$ cat src/pkg/atus_map.svh
// Register map, field positions and reset values of the async timer update block
// Overview of operation
// - Select bit picks I/O clock or oscillator
// - Counter write in oscillator mode sets counter busy until loaded
// - Compare write in oscillator mode sets compare busy until loaded
// - Control write in oscillator mode sets control busy until loaded
// - Counter read returns live count
// - Compare/control reads return temporary register
// - Value transfers after two oscillator rising edges in oscillator mode, at once on the I/O clock
`ifndef ATUS_MAP_SVH
`define ATUS_MAP_SVH

// ----------------------------------------------------------------
// Register byte offsets
// ----------------------------------------------------------------
`define ATUS_OFF_STATUS   12'h000
`define ATUS_OFF_COUNT    12'h004
`define ATUS_OFF_COMPARE  12'h008
`define ATUS_OFF_CONTROL  12'h00C
`define ATUS_OFF_IRQ_STAT 12'h010
`define ATUS_OFF_IRQ_MASK 12'h014

// ----------------------------------------------------------------
// Field positions and reset values
// ----------------------------------------------------------------
`define ATUS_BIT_SEL      3
`define ATUS_BIT_CNT_BUSY 2
`define ATUS_BIT_CMP_BUSY 1
`define ATUS_BIT_CTL_BUSY 0
`define ATUS_RST_BYTE     8'h00
`define ATUS_RST_WORD     32'h0000_0000
`define ATUS_EDGES_NEEDED 2'h2

`endif

$ cat src/pkg/atus_pkg.sv
// Types shared by the async timer update block
package atus_pkg;
    // Index of each transferred register
    typedef enum logic [1:0] {
        ATUS_REG_COUNT   = 2'b00,
        ATUS_REG_COMPARE = 2'b01,
        ATUS_REG_CONTROL = 2'b10
    } atus_reg_t;
    // Transfer channel state
    typedef enum logic [1:0] {
        ATUS_IDLE  = 2'b00,
        ATUS_WAIT1 = 2'b01,
        ATUS_WAIT2 = 2'b10
    } atus_xfer_t;
endpackage

$ cat src/logic/atus_xfer_chan.sv
// One temporary register and its oscillator-edge timed transfer
`timescale 1ns/1ps
`include "atus_map.svh"
module atus_xfer_chan #(
    parameter int WIDTH = 8              // Data width
) (
    input  wire logic             pclk,      // Bus clock
    input  wire logic             presetn,   // Async reset, low active
    input  wire logic             wr,        // Software write strobe
    input  wire logic [WIDTH-1:0] wdata,     // Written value
    input  wire logic             async_en,  // Asynchronous mode
    input  wire logic             osc_rise,  // Oscillator rising edge seen
    output logic      [WIDTH-1:0] temp_q,    // Temporary register
    output logic                  load,      // Destination load pulse
    output logic                  busy       // Transfer pending
);
    // ----------------------------------------------------------------
    // Channel state
    // ----------------------------------------------------------------
    atus_pkg::atus_xfer_t st_q;             // Current state
    atus_pkg::atus_xfer_t st_d;             // Next state

    // Next state: wait two oscillator rising edges when async
    always_comb begin
        st_d = st_q;
        case (st_q)
            atus_pkg::ATUS_IDLE:  if (wr && async_en) st_d = atus_pkg::ATUS_WAIT1;
            atus_pkg::ATUS_WAIT1: if (osc_rise) st_d = atus_pkg::ATUS_WAIT2;
            atus_pkg::ATUS_WAIT2: if (osc_rise) st_d = atus_pkg::ATUS_IDLE;
            default:              st_d = atus_pkg::ATUS_IDLE;
        endcase
        if (!async_en) st_d = atus_pkg::ATUS_IDLE;
    end

    // Load on second edge, or at once in synchronous mode
    assign load = (wr && !async_en) ||
                  (st_q == atus_pkg::ATUS_WAIT2 && osc_rise && async_en);
    assign busy = (st_q != atus_pkg::ATUS_IDLE);

    // State and temporary register
    always_ff @(posedge pclk or negedge presetn) begin
        if (!presetn) begin
            st_q   <= atus_pkg::ATUS_IDLE;
            temp_q <= '0;
        end else begin
            st_q <= st_d;
            if (wr) temp_q <= wdata;
        end
    end

    // Transfer completes in two oscillator edges
    chk_busy_after_write: assert property (@(posedge pclk) disable iff (!presetn)
        (wr && async_en && st_q == atus_pkg::ATUS_IDLE) |=> busy)
        else $error("busy not set after async write");
    chk_load_ends_busy: assert property (@(posedge pclk) disable iff (!presetn)
        (load && async_en) |=> !busy)
        else $error("busy still set after load");
    chk_no_early_load: assert property (@(posedge pclk) disable iff (!presetn)
        (st_q == atus_pkg::ATUS_WAIT1 && async_en) |-> !load)
        else $error("load before second edge");
endmodule

$ cat src/logic/atus_top.sv
// Async timer clock select, write synchronisation and status over APB
`timescale 1ns/1ps
`include "atus_map.svh"
module atus_top #(
    parameter int WIDTH = 8                  // Timer register width
) (
    input  wire logic             pclk,          // Bus clock, 10 MHz
    input  wire logic             presetn,       // Async reset, low active
    input  wire logic             psel,          // APB select
    input  wire logic             penable,       // APB enable
    input  wire logic             pwrite,        // APB write
    input  wire logic [11:0]      paddr,         // APB byte address
    input  wire logic [31:0]      pwdata,        // APB write data
    output logic      [31:0]      prdata,        // APB read data
    output logic                  pready,        // APB ready
    output logic                  pslverr,       // APB error
    input  wire logic             timer_osc_in,  // Oscillator pin
    input  wire logic [WIDTH-1:0] timer_count,   // Live count from timer
    output logic                  count_tick,    // Timer count enable pulse
    output logic      [WIDTH-1:0] count_load_val,// Counter load value
    output logic                  count_load,    // Counter load pulse
    output logic      [WIDTH-1:0] timer_compare_value, // Active compare value
    output logic      [WIDTH-1:0] timer_control, // Active control value
    output logic                  irq            // Level interrupt
);
    // ----------------------------------------------------------------
    // Oscillator pin synchroniser and edge detect
    // ----------------------------------------------------------------
    logic osc_s1_q;                          // First stage
    logic osc_s2_q;                          // Second stage
    logic osc_s3_q;                          // Previous sample
    wire  osc_rise = osc_s2_q && !osc_s3_q;  // Rising edge seen

    // Two flops before use, then edge history
    always_ff @(posedge pclk or negedge presetn) begin
        if (!presetn) begin
            osc_s1_q <= 1'b0;
            osc_s2_q <= 1'b0;
            osc_s3_q <= 1'b0;
        end else begin
            osc_s1_q <= timer_osc_in;
            osc_s2_q <= osc_s1_q;
            osc_s3_q <= osc_s2_q;
        end
    end

    // ----------------------------------------------------------------
    // APB decode
    // ----------------------------------------------------------------
    logic       sel_q;                      // Clock source select
    logic [2:0] busy;                       // Busy per channel
    logic [2:0] irq_stat_q;                 // Sticky completion flags
    logic [2:0] irq_mask_q;                 // Interrupt mask
    logic [2:0] load;                       // Load pulses
    logic [WIDTH-1:0] temp [3];             // Temporary registers
    logic [WIDTH-1:0] cmp_q;                // Active compare
    logic [WIDTH-1:0] ctl_q;                // Active control
    logic [WIDTH-1:0] cnt_val_q;            // Counter load value
    logic             cnt_load_q;           // Counter load request

    wire wr_en   = psel && penable && pwrite;              // Write access
    wire hit_st  = (paddr == `ATUS_OFF_STATUS);            // Status hit
    wire hit_cnt = (paddr == `ATUS_OFF_COUNT);             // Counter hit
    wire hit_cmp = (paddr == `ATUS_OFF_COMPARE);           // Compare hit
    wire hit_ctl = (paddr == `ATUS_OFF_CONTROL);           // Control hit
    wire hit_is  = (paddr == `ATUS_OFF_IRQ_STAT);          // Irq status hit
    wire hit_im  = (paddr == `ATUS_OFF_IRQ_MASK);          // Irq mask hit
    wire hit_any = hit_st | hit_cnt | hit_cmp | hit_ctl | hit_is | hit_im;
    wire [2:0] chan_wr = {wr_en && hit_ctl, wr_en && hit_cmp, wr_en && hit_cnt};

    wire [7:0] status_byte = {4'h0, sel_q, busy[0], busy[1], busy[2]};

    // ----------------------------------------------------------------
    // Load sources
    // ----------------------------------------------------------------
    // A synchronous write loads in its own cycle, before the temporary
    // register holds the value, so the bus data is passed straight on
    wire [WIDTH-1:0] wr_byte = pwdata[WIDTH-1:0];                                  // Written value
    wire [WIDTH-1:0] cnt_src = sel_q ? temp[atus_pkg::ATUS_REG_COUNT] : wr_byte;
    wire [WIDTH-1:0] cmp_src = sel_q ? temp[atus_pkg::ATUS_REG_COMPARE] : wr_byte;
    wire [WIDTH-1:0] ctl_src = sel_q ? temp[atus_pkg::ATUS_REG_CONTROL] : wr_byte;

    assign pready  = 1'b1;
    assign pslverr = psel && penable && !hit_any;

    // Read mux: live count vs temporary values
    always_comb begin
        prdata = `ATUS_RST_WORD;
        if (hit_st)  prdata[7:0] = status_byte;
        if (hit_cnt) prdata[WIDTH-1:0] = timer_count;
        if (hit_cmp) prdata[WIDTH-1:0] = temp[atus_pkg::ATUS_REG_COMPARE];
        if (hit_ctl) prdata[WIDTH-1:0] = temp[atus_pkg::ATUS_REG_CONTROL];
        if (hit_is)  prdata[2:0] = irq_stat_q;
        if (hit_im)  prdata[2:0] = irq_mask_q;
    end

    // ----------------------------------------------------------------
    // Transfer channels, one per register
    // ----------------------------------------------------------------
    genvar gi;
    generate
        for (gi = 0; gi < 3; gi++) begin : g_chan
            atus_xfer_chan #(.WIDTH(WIDTH)) u_chan (
                .pclk     (pclk),
                .presetn  (presetn),
                .wr       (chan_wr[gi]),
                .wdata    (pwdata[WIDTH-1:0]),
                .async_en (sel_q),
                .osc_rise (osc_rise),
                .temp_q   (temp[gi]),
                .load     (load[gi]),
                .busy     (busy[gi])
            );
        end
    endgenerate

    // ----------------------------------------------------------------
    // Registers
    // ----------------------------------------------------------------
    // Select bit writable, busy bits ignored on write
    always_ff @(posedge pclk or negedge presetn) begin
        if (!presetn) sel_q <= 1'b0;
        else if (wr_en && hit_st) sel_q <= pwdata[`ATUS_BIT_SEL];
    end

    // Destination registers loaded from temporaries, or from bus data when synchronous
    always_ff @(posedge pclk or negedge presetn) begin
        if (!presetn) begin
            cmp_q     <= '0;
            ctl_q     <= '0;
            cnt_val_q  <= '0;
            cnt_load_q <= 1'b0;
        end else begin
            if (load[atus_pkg::ATUS_REG_COMPARE]) cmp_q <= cmp_src;
            if (load[atus_pkg::ATUS_REG_CONTROL]) ctl_q <= ctl_src;
            if (load[atus_pkg::ATUS_REG_COUNT])   cnt_val_q <= cnt_src;
            cnt_load_q <= load[atus_pkg::ATUS_REG_COUNT];
        end
    end

    // Completion flags: set wins over write-one clear
    always_ff @(posedge pclk or negedge presetn) begin
        if (!presetn) begin
            irq_stat_q <= 3'h0;
            irq_mask_q <= 3'h0;
        end else begin
            irq_stat_q <= (irq_stat_q & ~((wr_en && hit_is) ? pwdata[2:0] : 3'h0))
                          | (load & {3{sel_q}});
            if (wr_en && hit_im) irq_mask_q <= pwdata[2:0];
        end
    end

    // Timer ticks on its chosen clock
    assign count_tick = sel_q ? osc_rise : 1'b1;
    assign count_load          = cnt_load_q;
    assign count_load_val      = cnt_val_q;
    assign timer_compare_value = cmp_q;
    assign timer_control       = ctl_q;
    assign irq = |(irq_stat_q & irq_mask_q);

    chk_tick_source: assert property (@(posedge pclk) disable iff (!presetn)
        sel_q |-> (count_tick == osc_rise))
        else $error("tick not from oscillator");
    chk_busy_ro: assert property (@(posedge pclk) disable iff (!presetn)
        (wr_en && hit_st && busy == 3'h0) |=> (busy == 3'h0))
        else $error("busy bits written by software");
    chk_count_live: assert property (@(posedge pclk) disable iff (!presetn)
        (psel && hit_cnt) |-> (prdata[WIDTH-1:0] == timer_count))
        else $error("count read not live");
    chk_cmp_temp: assert property (@(posedge pclk) disable iff (!presetn)
        (psel && hit_cmp) |-> (prdata[WIDTH-1:0] == temp[atus_pkg::ATUS_REG_COMPARE]))
        else $error("compare read not temporary");
    chk_ctl_loaded: assert property (@(posedge pclk) disable iff (!presetn)
        load[atus_pkg::ATUS_REG_CONTROL] |=> (ctl_q == $past(ctl_src)))
        else $error("control not loaded");

    // ----------------------------------------------------------------
    // Checks on load path, status bits and flags
    // ----------------------------------------------------------------
    // Temporary registers capture every write, compare and control reads show them
    chk_temp_capture: assert property (@(posedge pclk) disable iff (!presetn)
        (wr_en && hit_cmp) |=> (temp[atus_pkg::ATUS_REG_COMPARE] == $past(wr_byte)))
        else $error("compare write not held");
    chk_ctl_temp: assert property (@(posedge pclk) disable iff (!presetn)
        (psel && hit_ctl) |-> (prdata[WIDTH-1:0] == temp[atus_pkg::ATUS_REG_CONTROL]))
        else $error("control read not temporary");

    // Synchronous mode: no waiting, no busy, tick every cycle
    chk_sync_direct: assert property (@(posedge pclk) disable iff (!presetn)
        (!sel_q && wr_en && hit_cmp) |=> (cmp_q == $past(wr_byte)))
        else $error("sync compare write not loaded at once");
    chk_sync_tick: assert property (@(posedge pclk) disable iff (!presetn)
        !sel_q |-> count_tick)
        else $error("tick missing on the bus clock");
    chk_sync_no_busy: assert property (@(posedge pclk) disable iff (!presetn)
        (!sel_q && !$past(sel_q)) |-> (busy == 3'h0))
        else $error("busy set in synchronous mode");

    // Counter load request reaches the timer one cycle after the load
    chk_cnt_load_out: assert property (@(posedge pclk) disable iff (!presetn)
        load[atus_pkg::ATUS_REG_COUNT] |=>
        (count_load && count_load_val == $past(cnt_src)))
        else $error("counter load request lost");

    // Each busy flag sits at its own status bit
    chk_stat_cnt_bit: assert property (@(posedge pclk) disable iff (!presetn)
        (psel && hit_st) |-> (prdata[`ATUS_BIT_CNT_BUSY] == busy[atus_pkg::ATUS_REG_COUNT]))
        else $error("counter busy bit misplaced");
    chk_stat_cmp_bit: assert property (@(posedge pclk) disable iff (!presetn)
        (psel && hit_st) |-> (prdata[`ATUS_BIT_CMP_BUSY] == busy[atus_pkg::ATUS_REG_COMPARE]))
        else $error("compare busy bit misplaced");
    chk_stat_ctl_bit: assert property (@(posedge pclk) disable iff (!presetn)
        (psel && hit_st) |-> (prdata[`ATUS_BIT_CTL_BUSY] == busy[atus_pkg::ATUS_REG_CONTROL]))
        else $error("control busy bit misplaced");
    chk_sel_written: assert property (@(posedge pclk) disable iff (!presetn)
        (wr_en && hit_st) |=> (sel_q == $past(pwdata[`ATUS_BIT_SEL])))
        else $error("select bit not written");

    // Async completion sets its flag, a one written clears it
    chk_done_flag: assert property (@(posedge pclk) disable iff (!presetn)
        (load[atus_pkg::ATUS_REG_COMPARE] && sel_q) |=>
        irq_stat_q[atus_pkg::ATUS_REG_COMPARE])
        else $error("compare done flag not set");
    chk_done_clear: assert property (@(posedge pclk) disable iff (!presetn)
        (wr_en && hit_is && pwdata[atus_pkg::ATUS_REG_COMPARE] &&
         !load[atus_pkg::ATUS_REG_COMPARE]) |=> !irq_stat_q[atus_pkg::ATUS_REG_COMPARE])
        else $error("compare done flag not cleared");
endmodule

$ cat config.mk
export PLATFORM = sky130hd
export DESIGN_NAME = atus_top
export DESIGN_NICKNAME = d
export VERILOG_FILES = /design/src/pkg/atus_pkg.sv /design/src/logic/atus_xfer_chan.sv /design/src/logic/atus_top.sv
export VERILOG_INCLUDE_DIRS = /design/src /design/src/pkg
export SDC_FILE = /design/constraint.sdc
export NUM_CORES = 1
export LEC_CHECK = 0
export BUFFER_PORTS_ARGS = -buffer_cell sky130_fd_sc_hd__buf_2
export CAP_MARGIN = 30
export CELL_PAD_IN_SITES_DETAIL_PLACEMENT = 0
export CELL_PAD_IN_SITES_GLOBAL_PLACEMENT = 1
export CORE_MARGIN = 2
export CORE_UTILIZATION = 41
export DETAILED_ROUTE_END_ITERATION = 6
export PLACE_DENSITY_LB_ADDON = 0.1
export SLEW_MARGIN = 20
export SYNTH_ARGS = -nofsm -noshare
export SYNTH_HDL_FRONTEND = slang
export SYNTH_SLANG_ARGS = --single-unit
$ cat constraint.sdc
create_clock -name pclk -period 4.55 [get_ports pclk]
set_input_delay 0.91 -clock pclk [delete_from_list [all_inputs] [get_ports pclk]]
set_output_delay 0.91 -clock pclk [all_outputs]
set_load 0.05 [all_outputs]
Word level (Yosys, flattened, before mapping)
Index checks and enable logic that the tools add are counted.

operators by class
  eq/ne operators = 20
  muxes and demuxes = 22
  bitwise gates (word level) = 10
  reduce and logical (&&, ||, !) cells = 39

operators by type and width
  cell                                                                      number
  8-bit two-way mux                                                         6
  12-bit by 4-bit == test with 1-bit output (second input constant)         2
  12-bit by 5-bit == test with 1-bit output (second input constant)         2
  1-bit logical AND                                                         22
  2-bit one-hot mux with 3 select lines                                     3
  2-bit two-way mux                                                         8
  3-bit by 2-bit inequality test with 1-bit output (second input constant)  5
  12-bit by 3-bit == test with 1-bit output (second input constant)         1
  12-bit logical NOT                                                        1
  3-bit inequality test (second input constant)                             4
  3-bit AND                                                                 3
  3-bit two-way mux                                                         3
  3-bit AND reduction                                                       3
  2-bit by 1-bit == test with 1-bit output (second input constant)          3
  2-bit == test (second input constant)                                     3
  2-bit logical NOT                                                         3
  2-bit nonzero test                                                        3
  1-bit OR                                                                  5
  4-bit two-way mux                                                         1
  1-bit logical NOT                                                         3
  1-bit logical OR                                                          3
  3-bit inverter                                                            1
  3-bit OR                                                                  1
  3-bit OR reduction                                                        1
  1-bit two-way mux                                                         1

word-level totals
  register bits = 65

Longest topological paths before layout
Gate-level depths: netlist (run 1).

  depth after elaboration = 8
  gate-level depth with buffers = 6
  depth with buffers taken out = 4

Modules after synthesis
From an unflattened synthesis (run 1), not the netlist that was laid out.

unflattened totals
  cells, all modules = 322
  area, all modules = 3423.3 µm²

by module, submodules not included
  module          instances  cells an instance  area each (µm²)  seq. area each (µm²)
  atus_top        1          229                2057.0           875.8
  atus_xfer_chan  3          31                 455.4            250.2

Worst setup path before layout (run 1)
No wires, ideal clock.

  path kind = input -> output
  start = input port paddr[9]
  end = output port prdata[0]
  arrival = 3032 ps
  required time = 3640 ps
  setup slack = 608 ps
  cell stages on the path = 5
  buffers on the path = 1
  path through = or4_1 clkbuf_2 nor3_1 nand2_1 o21ai_0

between the ends
  cells in the longest elaborated chain, start to end = 7
  elaborated cells on any way between the ends = 12
  classes of those cells = eq/ne (5); mux (6); reduce/logical (1)

ends and longest elaborated chain
  what                          line            RTL
  start: declaration            atus_top.sv:12  input wire logic [11:0] paddr,
  12-bit logical NOT (no line)  n/a
  4-bit two-way mux             atus_top.sv:89  if (hit_st) prdata[7:0] = status_byte;
  8-bit two-way mux             atus_top.sv:90  if (hit_cnt) prdata[WIDTH-1:0] = timer_count;
  8-bit two-way mux             atus_top.sv:91  if (hit_cmp) prdata[WIDTH-1:0] = temp[atus_pkg::ATUS_REG_COMPARE];
  8-bit two-way mux             atus_top.sv:92  if (hit_ctl) prdata[WIDTH-1:0] = temp[atus_pkg::ATUS_REG_CONTROL];
  3-bit two-way mux             atus_top.sv:93  if (hit_is) prdata[2:0] = irq_stat_q;
  3-bit two-way mux (*)         atus_top.sv:94  if (hit_im) prdata[2:0] = irq_mask_q;
  end: declaration              atus_top.sv:14  output logic [31:0] prdata,

Every way passes the cells marked *; elsewhere a longest branch is shown, timed or not.

Final worst setup path (run 1)
  start = input port paddr[9]
  end = output port prdata[7]

between the ends
  cells in the longest elaborated chain, start to end = 4
  elaborated cells on any way between the ends = 6
  classes of those cells = eq/ne (3); mux (3)

ends and longest elaborated chain
  what                                                 line
  12-bit by 3-bit == test with 1-bit output (no line)  n/a
  8-bit two-way mux                                    atus_top.sv:90
  8-bit two-way mux                                    atus_top.sv:91
  8-bit two-way mux (*)                                atus_top.sv:92

Marked as above.

==> results.cfg, run 1 <==
[outcome]
outcome = completed

[placement]
gp_congestion = 0.773
hpwl_microns = 5870
numPortBuffers = 69

[grt]
grt_pass1_vias = 2444
grt_pass1_wl_microns = 13000
grt_busiest_layer = met2
overflow = 0
antenna_found_initial = 0
grtUsageMet3_pct = 3.75
grt_start_max_net_pins = 25
grt_use_met2_pct = 31.8
use_met1_pct = 26.8
grt_use_total_pct = 19.8

[cells_and_area]
multi_input_area_sq_um = 1570
layout.nets = 447
insertedDiodeCount = 0
area_growth_pct = 19.7
postLayoutCoreUtil_pct = 51.4
fillCellCount = 761
register_area_sq_um = 1630
drive_above_1_share_pct = 38.3

[job]
max_cap_viol_count = 0

[detailed_routing]
drtAntennaViolNets = 0
wl_per_cell_microns = 16.6
route.detailed.drc = 0
num_vias = 2562
routed_wl_microns = 8260
post_drt_via_cell_ratio = 5.17
drtIter0Drc = 142
firstDrtPassIters = 4

[critical_path]
critPathKind = input port to primary output
crit_required_ns = 3.64
cp_top_family = simple AND/OR/NAND/NOR gates
cp_common_cell = buf_2
crit_path_max_fanout = 7
critPathSlowestCell = or4_1
arrival_ns = 2.96
endpoint_kind = primary output
crit_chain = buf_2 > or4_1 > or3_1 > nor2_1 > buf_4 > a221o_1 > buf_2
crit_buf_inv = 3
startpoint_type = input port
slowest_delay_ns = 0.64

[power]
p_leak_nw = 2.00
peakVddDrop_mv = 0.175
power_density_nw_per_um2 = 399

[die]
io_pins = 119
start_util_pct = 42.9
die_area_sq_um = 8920
fp-row-count = 32
dieWidth_microns = 94.4
die_y_microns = 94.4
core_area_sq_um = 7810

[sta]
hold_ws_ns = 0.351
fin_crit_sh_pct = 85.1
clock_skew_ns = 0.0121
tns_ns = 0
slew_violations = 0
hold_viol = 0
finalCriticalPeriod_ns = 3.87
finalSetupViolations = 0
rsz0062_at_grt = no
worst_pin_slew_ns = 0.919
fmax_mhz = 258
relSlewSlack_pct = 38.5

[clock_tree]
cts_resized = 0
cts_tree = built
cts_made_buffers = 9
clk_transition_reported_paths_ns = 0.07
cts.sinks = 65
worstSkewPairLatency_ns = 0.35
clk_path_buf_depth = 2
htree_levels = 3
root_buffer = clkbuf_8
cts_hold_buf = 0
postCtsSetupBuffers = 0

[synthesis]
synth-adder-area-share_pct = 0
synth.distinct_cells = 42
synth_edf_count = 0
ys_seq_area_share_pct = 48.5
syn_inst = 313
async_reset_ff_share_pct = 100
synth-compound-area-share_pct = 8.10
yosys.area_share.simple_pct = 17.5
ys_ff_latch = 65
synth_xor_area_share_pct = 0
yosys_warnings = 0
syn-cell-area_sq_um = 3350
syn_avg_cell_area_sq_um = 10.7
synth_top_family_by_area = multiplexers
ys.flop_type = dfrtp_1
synth_mux_area_share_pct = 18.3

[min_path]
hold_path.class = flop to flop
[cell usage in the layout (no fill, tap or decap), types with 7 or more instances in the layout]
cell	Yosys	layout
nand2_1	71	71
buf_2	1	69
dfrtp_1	65	65
mux2_2	51	51
conb_1	2	25
clkbuf_8	0	11
o21ai_0	9	9
buf_4	25	8
nor2_1	7	7
[kinds of logic after synthesis]
| group | after synthesis |
|---|---|
| AND/OR/NAND/NOR | 118 |
| flip-flops | 65 |
| multiplexers | 55 |
| buffers and inverters | 40 |
| AO/OA/AOI/OAI | 33 |
| other | 2 |
[registers in the layout (all words and copies together) (netlist names)]
| signal | cells |
|---|---|
| timer_compare_value | 8 |
| count_load | 1 |
| osc_s1_q | 1 |
| sel_q | 1 |
| irq_stat_q | 3 |
| osc_s3_q | 1 |
| osc_s2_q | 1 |
| timer_control | 8 |
| count_load_val | 8 |
| g_chan.u_chan.temp_q | 24 |
| g_chan.u_chan.st_q | 6 |
| irq_mask_q | 3 |
[stage by stage]
stage,setup WS (ns),area (sq um),instances,total power [mW]
2_1_floorplan,0.608,3440,336,0.920
3_3_place_gp,0.655,3740,479,0.991
3_5_place_dp,0.681,3760,480,0.996
4_1_cts,0.669,4020,496,1.62
5_1_grt,0.566,4020,496,1.67
6_report,0.679,4020,496,1.60
[metal layers]
layer / vias to the layer above / wire [microns] / share of wire, %
met5: - / 0 / 0
met4: 0 / 107 / 1.3
met3: 8 / 512 / 6.2
met2: 87 / 3840 / 46
met1: 1260 / 3800 / 46
li1: 1207 / - / -
[synth_stat cells (2+ instances only)]
master / instances / area (sq um)
a21oi_1: 3 / 15.0
a221o_1: 4 / 40.0
and2_1: 4 / 25.0
buf_4: 25 / 188
clkbuf_1: 8 / 30.0
conb_1: 2 / 7.51
dfrtp_1: 65 / 1630
inv_1: 4 / 15.0
mux2_2: 51 / 574
mux2i_1: 4 / 40.0
nand2_1: 71 / 267
nand2b_1: 5 / 31.3
nand3_1: 2 / 10.0
nand4b_1: 5 / 43.8
nor2_1: 7 / 26.3
nor3_1: 2 / 10.0
nor4_1: 4 / 25.0
nor4b_1: 2 / 17.5
o211ai_1: 3 / 22.5
o21ai_0: 9 / 45.0
o22a_1: 5 / 43.8
o2bb2ai_1: 4 / 35.0
or3_1: 5 / 31.3
[final timing paths]
kind | startpoint | endpoint | slack [ns] | depth (start not counted)
min reg2reg | osc_s1_q | osc_s2_q | 0.35 | 0
max reg2reg | sel_q | count_load_val[5] | 2.15 | 3
min in group asynchronous | presetn | osc_s2_q | 0.52 | 1
max in group asynchronous | presetn | g_chan[2].u_chan.temp_q[7] | 3.35 | 2
max | paddr[9] | prdata[7] | 0.68 | 7
min | osc_s1_q | osc_s2_q | 0.35 | 0
[area by class of cell]
class                           instances  share of cell area [%]
Sequential cell                        65                    40.5
Multi-Input combinational cell        231                    39.0
Timing Repair Buffer                   78                    10.6
Clock buffer                           12                    3.86
Tap cell                              102                    3.18
Clock inverter                          4                    2.46
Inverter                                4                   0.374
[where the power goes]
part / switching (mW) / internal [mW] / total (mW)
clock network: 0.226 / 0.395 / 0.621
registers: 0.0203 / 0.621 / 0.641
logic: 0.262 / 0.0784 / 0.340
No activity file was read; power rests on OpenSTA's default activity.
==> run 2, diff against run 1 <==
--- a/config.mk
+++ b/config.mk
@@ -10,7 +10,6 @@
 export CAP_MARGIN = 30
 export CELL_PAD_IN_SITES_DETAIL_PLACEMENT = 0
 export CELL_PAD_IN_SITES_GLOBAL_PLACEMENT = 1
-export CORE_MARGIN = 2
 export CORE_UTILIZATION = 41
 export DETAILED_ROUTE_END_ITERATION = 6
 export PLACE_DENSITY_LB_ADDON = 0.1
==> run 2 against run 1 <==
Against the previous run: hold slack improved by 0.0023 ns; via count decreased by 1.7%; clock power decreased by 12%; non-clock buffer count unchanged; first-iteration DRC count decreased by 27%; sequential share of layout area increased by 0.37 points; register-to-register slack about the same; utilization decreased by 0.46 points; cell count unchanged; clock-buffer cell count decreased by 3.
==> results.cfg, run 2 (synthesized netlist as in run 1, its figures left out) <==
[outcome]
outcome = completed

[clock_tree]
cts.sinks = 65
cts_hold_buf = 0
clk_transition_reported_paths_ns = 0.07
postCtsSetupBuffers = 0
cts_resized = 0
root_buffer = clkbuf_8
cts_tree = built
worstSkewPairLatency_ns = 0.34
clk_path_buf_depth = 2
htree_levels = 3
cts_made_buffers = 9

[critical_path]
critPathKind = input port to primary output
reg2reg_to = count_load_val[5]
timing.rr.start = sel_q
startpoint_type = input port
crit_required_ns = 3.64
arrival_ns = 2.96
crit_path_max_fanout = 7
startpoint = paddr[9]
reg2reg_slack_ns = 2.14
crit_end = prdata[7]
rr_worst_depth = 3
endpoint_kind = primary output

[detailed_routing]
wl_per_cell_microns = 16.2
drtIter0Drc = 104
num_vias = 2518
post_drt_via_cell_ratio = 5.08
drtAntennaViolNets = 0
routed_wl_microns = 8050
firstDrtPassIters = 4
route.detailed.drc = 0

[die]
die_y_microns = 92.4
io_pins = 119
dieWidth_microns = 92.4
start_util_pct = 42.9
core_area_sq_um = 7810
die_area_sq_um = 8540
fp-row-count = 32

[sta]
slew_violations = 0
fmax_mhz = 258
finalSetupViolations = 0
tns_ns = 0
relSlewSlack_pct = 44.6
clock_skew_ns = 0.00640
hold_viol = 0
finalCriticalPeriod_ns = 3.87
rsz0062_at_grt = no
worst_pin_slew_ns = 0.829
fin_crit_sh_pct = 85.1

[cells_and_area]
largest_reg_flops = 24
insertedDiodeCount = 0
drive_above_1_share_pct = 38.6
layout.nets = 447
top_register = g_chan.u_chan.temp_q
layout_commonest_cell = nand2_1
final_cell_mix = nand2_1, buf_2, dfrtp_1
area_growth_pct = 18.7

[grt]
antenna_found_initial = 0
grt_pass1_vias = 2502
overflow = 0
grt_pass1_wl_microns = 13300
grt_use_total_pct = 20.9
grt_start_max_net_pins = 26

[power]
power_density_nw_per_um2 = 384
peakVddDrop_mv = 0.240
power_mw = 1.53
p_leak_nw = 1.98

[job]
max_cap_viol_count = 0

[placement]
gp_congestion = 0.756
hpwl_microns = 5630
numPortBuffers = 69

[min_path]
hold_path.class = flop to flop
[run 2: changes by cell type in the layout (fill, tap and decap cells not counted)]
| cell | previous run | this run |
|---|---|---|
| clkbuf_8 | 11 | 9 |
| clkinv_2 | 0 | 2 |
| clkinvlp_4 | 0 | 2 |
| bufinv_16 | 3 | 2 |
| clkbuf_1 | 1 | 0 |
| clkinv_4 | 1 | 0 |
| inv_6 | 0 | 1 |
[run 2: cell type report]
type	count	area (sq um)
multi-input combinational	231	1570
fill	779	3830
sequential	65	1630
inverter	4	15.0
tap	102	128
clock inverter	7	93.8
timing repair buffer	78	425
clock buffer	9	124
[run 2: metrics by stage]
stage          hold WS [ns]  util, %  instance area [sq um]  setup WS (ns)  cells
2_1_floorplan         0.331        -                   3440          0.608    336
3_3_place_gp          0.334     47.9                   3740          0.670    479
3_5_place_dp          0.341     48.2                   3760          0.674    480
4_1_cts               0.358     51.0                   3980          0.664    496
5_1_grt               0.368     51.0                   3980          0.567    496
6_report              0.354     51.0                   3980          0.676    496
[run 2: power by group]
part	switching, mW	internal (mW)	leakage, nW	total [mW]
Sequential	0.0200	0.621	0.794	0.641
Clock	0.237	0.308	0.106	0.546
Combinational	0.261	0.0784	1.08	0.340
[run 2: layer usage]
layer	global-route usage [%]	vias to the layer above	routed length [microns]
li1	-	1208	-
met5	0	-	0
met2	32.2	85	3760
met1	29.1	1216	3720
met3	5.01	9	473
met4	6.64	0	90
[run 2: worst min-delay path by stage]
stage                     startpoint       end  cells past startpoint
after detailed placement    osc_s1_q  osc_s2_q                      0
after CTS                   osc_s1_q  osc_s2_q                      0
final                       osc_s1_q  osc_s2_q                      0
after global routing        osc_s1_q  osc_s2_q                      0
after floorplan             osc_s1_q  osc_s2_q                      0
after global placement      osc_s1_q  osc_s2_q                      0
[run 2: worst max-delay path, cell delays in order]
cell and delay (ns):
buf_2 0.09, or4_1 0.65, or3_1 0.46, nor2_1 0.23, buf_4 0.19, a221o_1 0.16, buf_2 0.26
==> run 3, diff against run 2 <==
--- a/config.mk
+++ b/config.mk
@@ -12,8 +12,10 @@
 export CELL_PAD_IN_SITES_GLOBAL_PLACEMENT = 1
 export CORE_UTILIZATION = 41
 export DETAILED_ROUTE_END_ITERATION = 6
+export GPL_TIMING_DRIVEN = 0
 export PLACE_DENSITY_LB_ADDON = 0.1
 export SLEW_MARGIN = 20
 export SYNTH_ARGS = -nofsm -noshare
 export SYNTH_HDL_FRONTEND = slang
+export SYNTH_HIERARCHICAL = 1
 export SYNTH_SLANG_ARGS = --single-unit
==> constraint.sdc (replaced) <==
create_clock -name pclk -period 4.8 [get_ports pclk]
set_input_delay 0.96 -clock pclk [delete_from_list [all_inputs] [get_ports pclk]]
set_output_delay 0.96 -clock pclk [all_outputs]
set_load 0.05 [all_outputs]
==> run 3 against run 2 <==
Against the previous run: routed wire length is 2.1% higher; clock power is 17% lower; sequential share of layout area is 2.1 points lower; sequential cell count stayed put; critical endpoint is now prdata[4]; critical path type unchanged; final area is 5.4% higher; via count is 4.4% higher; global-route usage is 0.85 points lower; synthesized cell count is 2.9% higher; power is 21% lower; utilization is 2.2 points higher; combinational power is 46% lower.
==> results.cfg, run 3 <==
[outcome]
outcome = completed

[critical_path]
endpoint_kind = primary output
timing.rr.start = sel_q
crit_path_max_fanout = 5
arrival_ns = 2.79
startpoint_type = input port
startpoint = paddr[10]
crit_required_ns = 3.84
critPathKind = input port to primary output

[grt]
use_met1_pct = 28.9
grt_start_max_net_pins = 37
grt_pass1_wl_microns = 13100
grt_pass1_vias = 2558
grt_use_met2_pct = 29.8
grtUsageMet3_pct = 3.82
grt_busiest_layer = met2
antenna_found_initial = 0
overflow = 0
grt_use_total_pct = 20.1

[min_path]
hold_path.class = flop to flop
min-delay-start = osc_s1_q

[synthesis]
yosysMostFrequentCell = dfrtp_1
syn-cell-area_sq_um = 3420
synthTopCellsByCount = dfrtp_1, a21oi_1, nor2_1
synth_largest_area_cell = dfrtp_1
yosys_warnings = 6
ys_ff_latch = 65
ys_seq_area_share_pct = 47.5
synth.distinct_cells = 41
syn_avg_cell_area_sq_um = 10.6
ys.flop_type = dfrtp_1
synth_edf_count = 0
synth_top_area_share_pct = 47.5
syn_inst = 322
yosys-top-cells-area = dfrtp_1, mux2_4, a21oi_1, buf_4, nor2_1
async_reset_ff_share_pct = 100

[die]
die_area_sq_um = 8720
start_util_pct = 43.4
core_area_sq_um = 7890
io_pins = 119
fp-row-count = 32
dieWidth_microns = 93.4
die_y_microns = 93.4

[sta]
rsz0062_at_grt = no
hold_viol = 0
hold_ws_ns = 0.359
tns_ns = 0
clock_skew_ns = 0.0147
relSlewSlack_pct = 62.2
fmax_mhz = 267
finalCriticalPeriod_ns = 3.75
slew_violations = 0
fin_crit_sh_pct = 78.2
worst_pin_slew_ns = 0.562
finalSetupViolations = 0
fin_ws_ns = 1.05

[clock_tree]
cts_resized = 0
cts_made_buffers = 9
postCtsSetupBuffers = 0
htree_levels = 3
clk_path_buf_depth = 2
clk_transition_reported_paths_ns = 0.07
cts_tree = built
cts_hold_buf = 0
root_buffer = clkbuf_8
worstSkewPairLatency_ns = 0.34
cts.sinks = 65

[power]
p_leak_nw = 2.05
power_density_nw_per_um2 = 286
peakVddDrop_mv = 0.160

[detailed_routing]
route.detailed.drc = 0
post_drt_via_cell_ratio = 4.93
num_vias = 2629
wl_per_cell_microns = 15.4
firstDrtPassIters = 4
drtIter0Drc = 100
drtAntennaViolNets = 0
routed_wl_microns = 8210

[cells_and_area]
multi_input_area_sq_um = 1580
register_area_sq_um = 1630
layout_commonest_cell = buf_2
final_cell_mix = buf_2, dfrtp_1, a21oi_1
area_growth_pct = 22.5
largest_reg_flops = 24
drive_above_1_share_pct = 35.0
layout.nets = 484
insertedDiodeCount = 0
final_cell_area_sq_um = 4190
fillCellCount = 738
top_register = g_chan.u_chan/temp_q

[job]
max_cap_viol_count = 0

[placement]
pre_cts_ws_ns = 0.938
place_area_sq_um = 4010
numPortBuffers = 69
hpwl_microns = 6160
gp_congestion = 0.776
[run 3: cell count changes after synthesis, moves of 5 or more]
cell      change
nand2_1      -67
mux2_2       -50
a21oi_1      +49
nor2_1       +25
mux2_4       +24
nand2b_1     +13
nor2b_1      +11
o22ai_1      +10
o21ai_0       -9
inv_1         +5
nand4b_1      -5
o22a_1        -5
[run 3: layout make-up]
type / instances / area share (%)
inverters: 9 / 0.806
multi-input cells: 230 / 37.7
plain buffers: 41 / 6.45
repair buffers: 70 / 8.77
clock inverters: 5 / 1.34
well taps: 102 / 3.04
flip-flops and latches: 65 / 38.8
clock buffers: 11 / 3.13
[run 3: path summary, 6_finish.rpt]
| path | endpoint | slack, ns | cells past startpoint |
|---|---|---|---|
| worst max register to register | timer_control[0] | 2.50 | 5 |
| worst min register to register | osc_s2_q | 0.36 | 0 |
| max in group asynchronous | g_chan[2].u_chan/temp_q[1] | 3.73 | 2 |
| worst min-delay path | osc_s2_q | 0.36 | 0 |
| min in group asynchronous | count_load_val[4] | 0.55 | 1 |
| worst max-delay path | prdata[4] | 1.05 | 6 |
[run 3: through the flow]
step | utilization, % | cells | total power [mW]
3_5_place_dp | 50.8 | 517 | 0.762
3_3_place_gp | 50.5 | 516 | 0.758
6_report | 53.2 | 533 | 1.20
5_1_grt | 53.2 | 533 | 1.25
2_1_floorplan | - | 345 | 0.706
4_1_cts | 53.2 | 533 | 1.21
[run 3: report_power, final]
part / internal (mW) / switching, mW
Clock: 0.239 / 0.211
Combinational: 0.0499 / 0.135
Sequential: 0.559 / 0.00608
Total: 0.849 / 0.352
[run 3: kinds of logic after synthesis]
family | synth area share, %
AND/OR/NAND/NOR | 15.5
AO/OA/AOI/OAI | 13.1
flip-flops | 47.5
buffers and inverters | 8.88
multiplexers | 14.7
other | 0.219
[run 3: metal layers]
| metal | wire length, microns | vias to the layer above |
|---|---|---|
| li1 | - | 1288 |
| met1 | 4030 | 1242 |
| met2 | 3600 | 88 |
| met3 | 449 | 11 |
| met4 | 133 | 0 |
| met5 | 0 | - |
[run 3: worst max-delay path, cell delays in order]
cell and delay [ns]:
buf_2 0.11, or4_4 0.55, or4_4 0.58, o22ai_1 0.20, o21a_1 0.14, buf_2 0.25
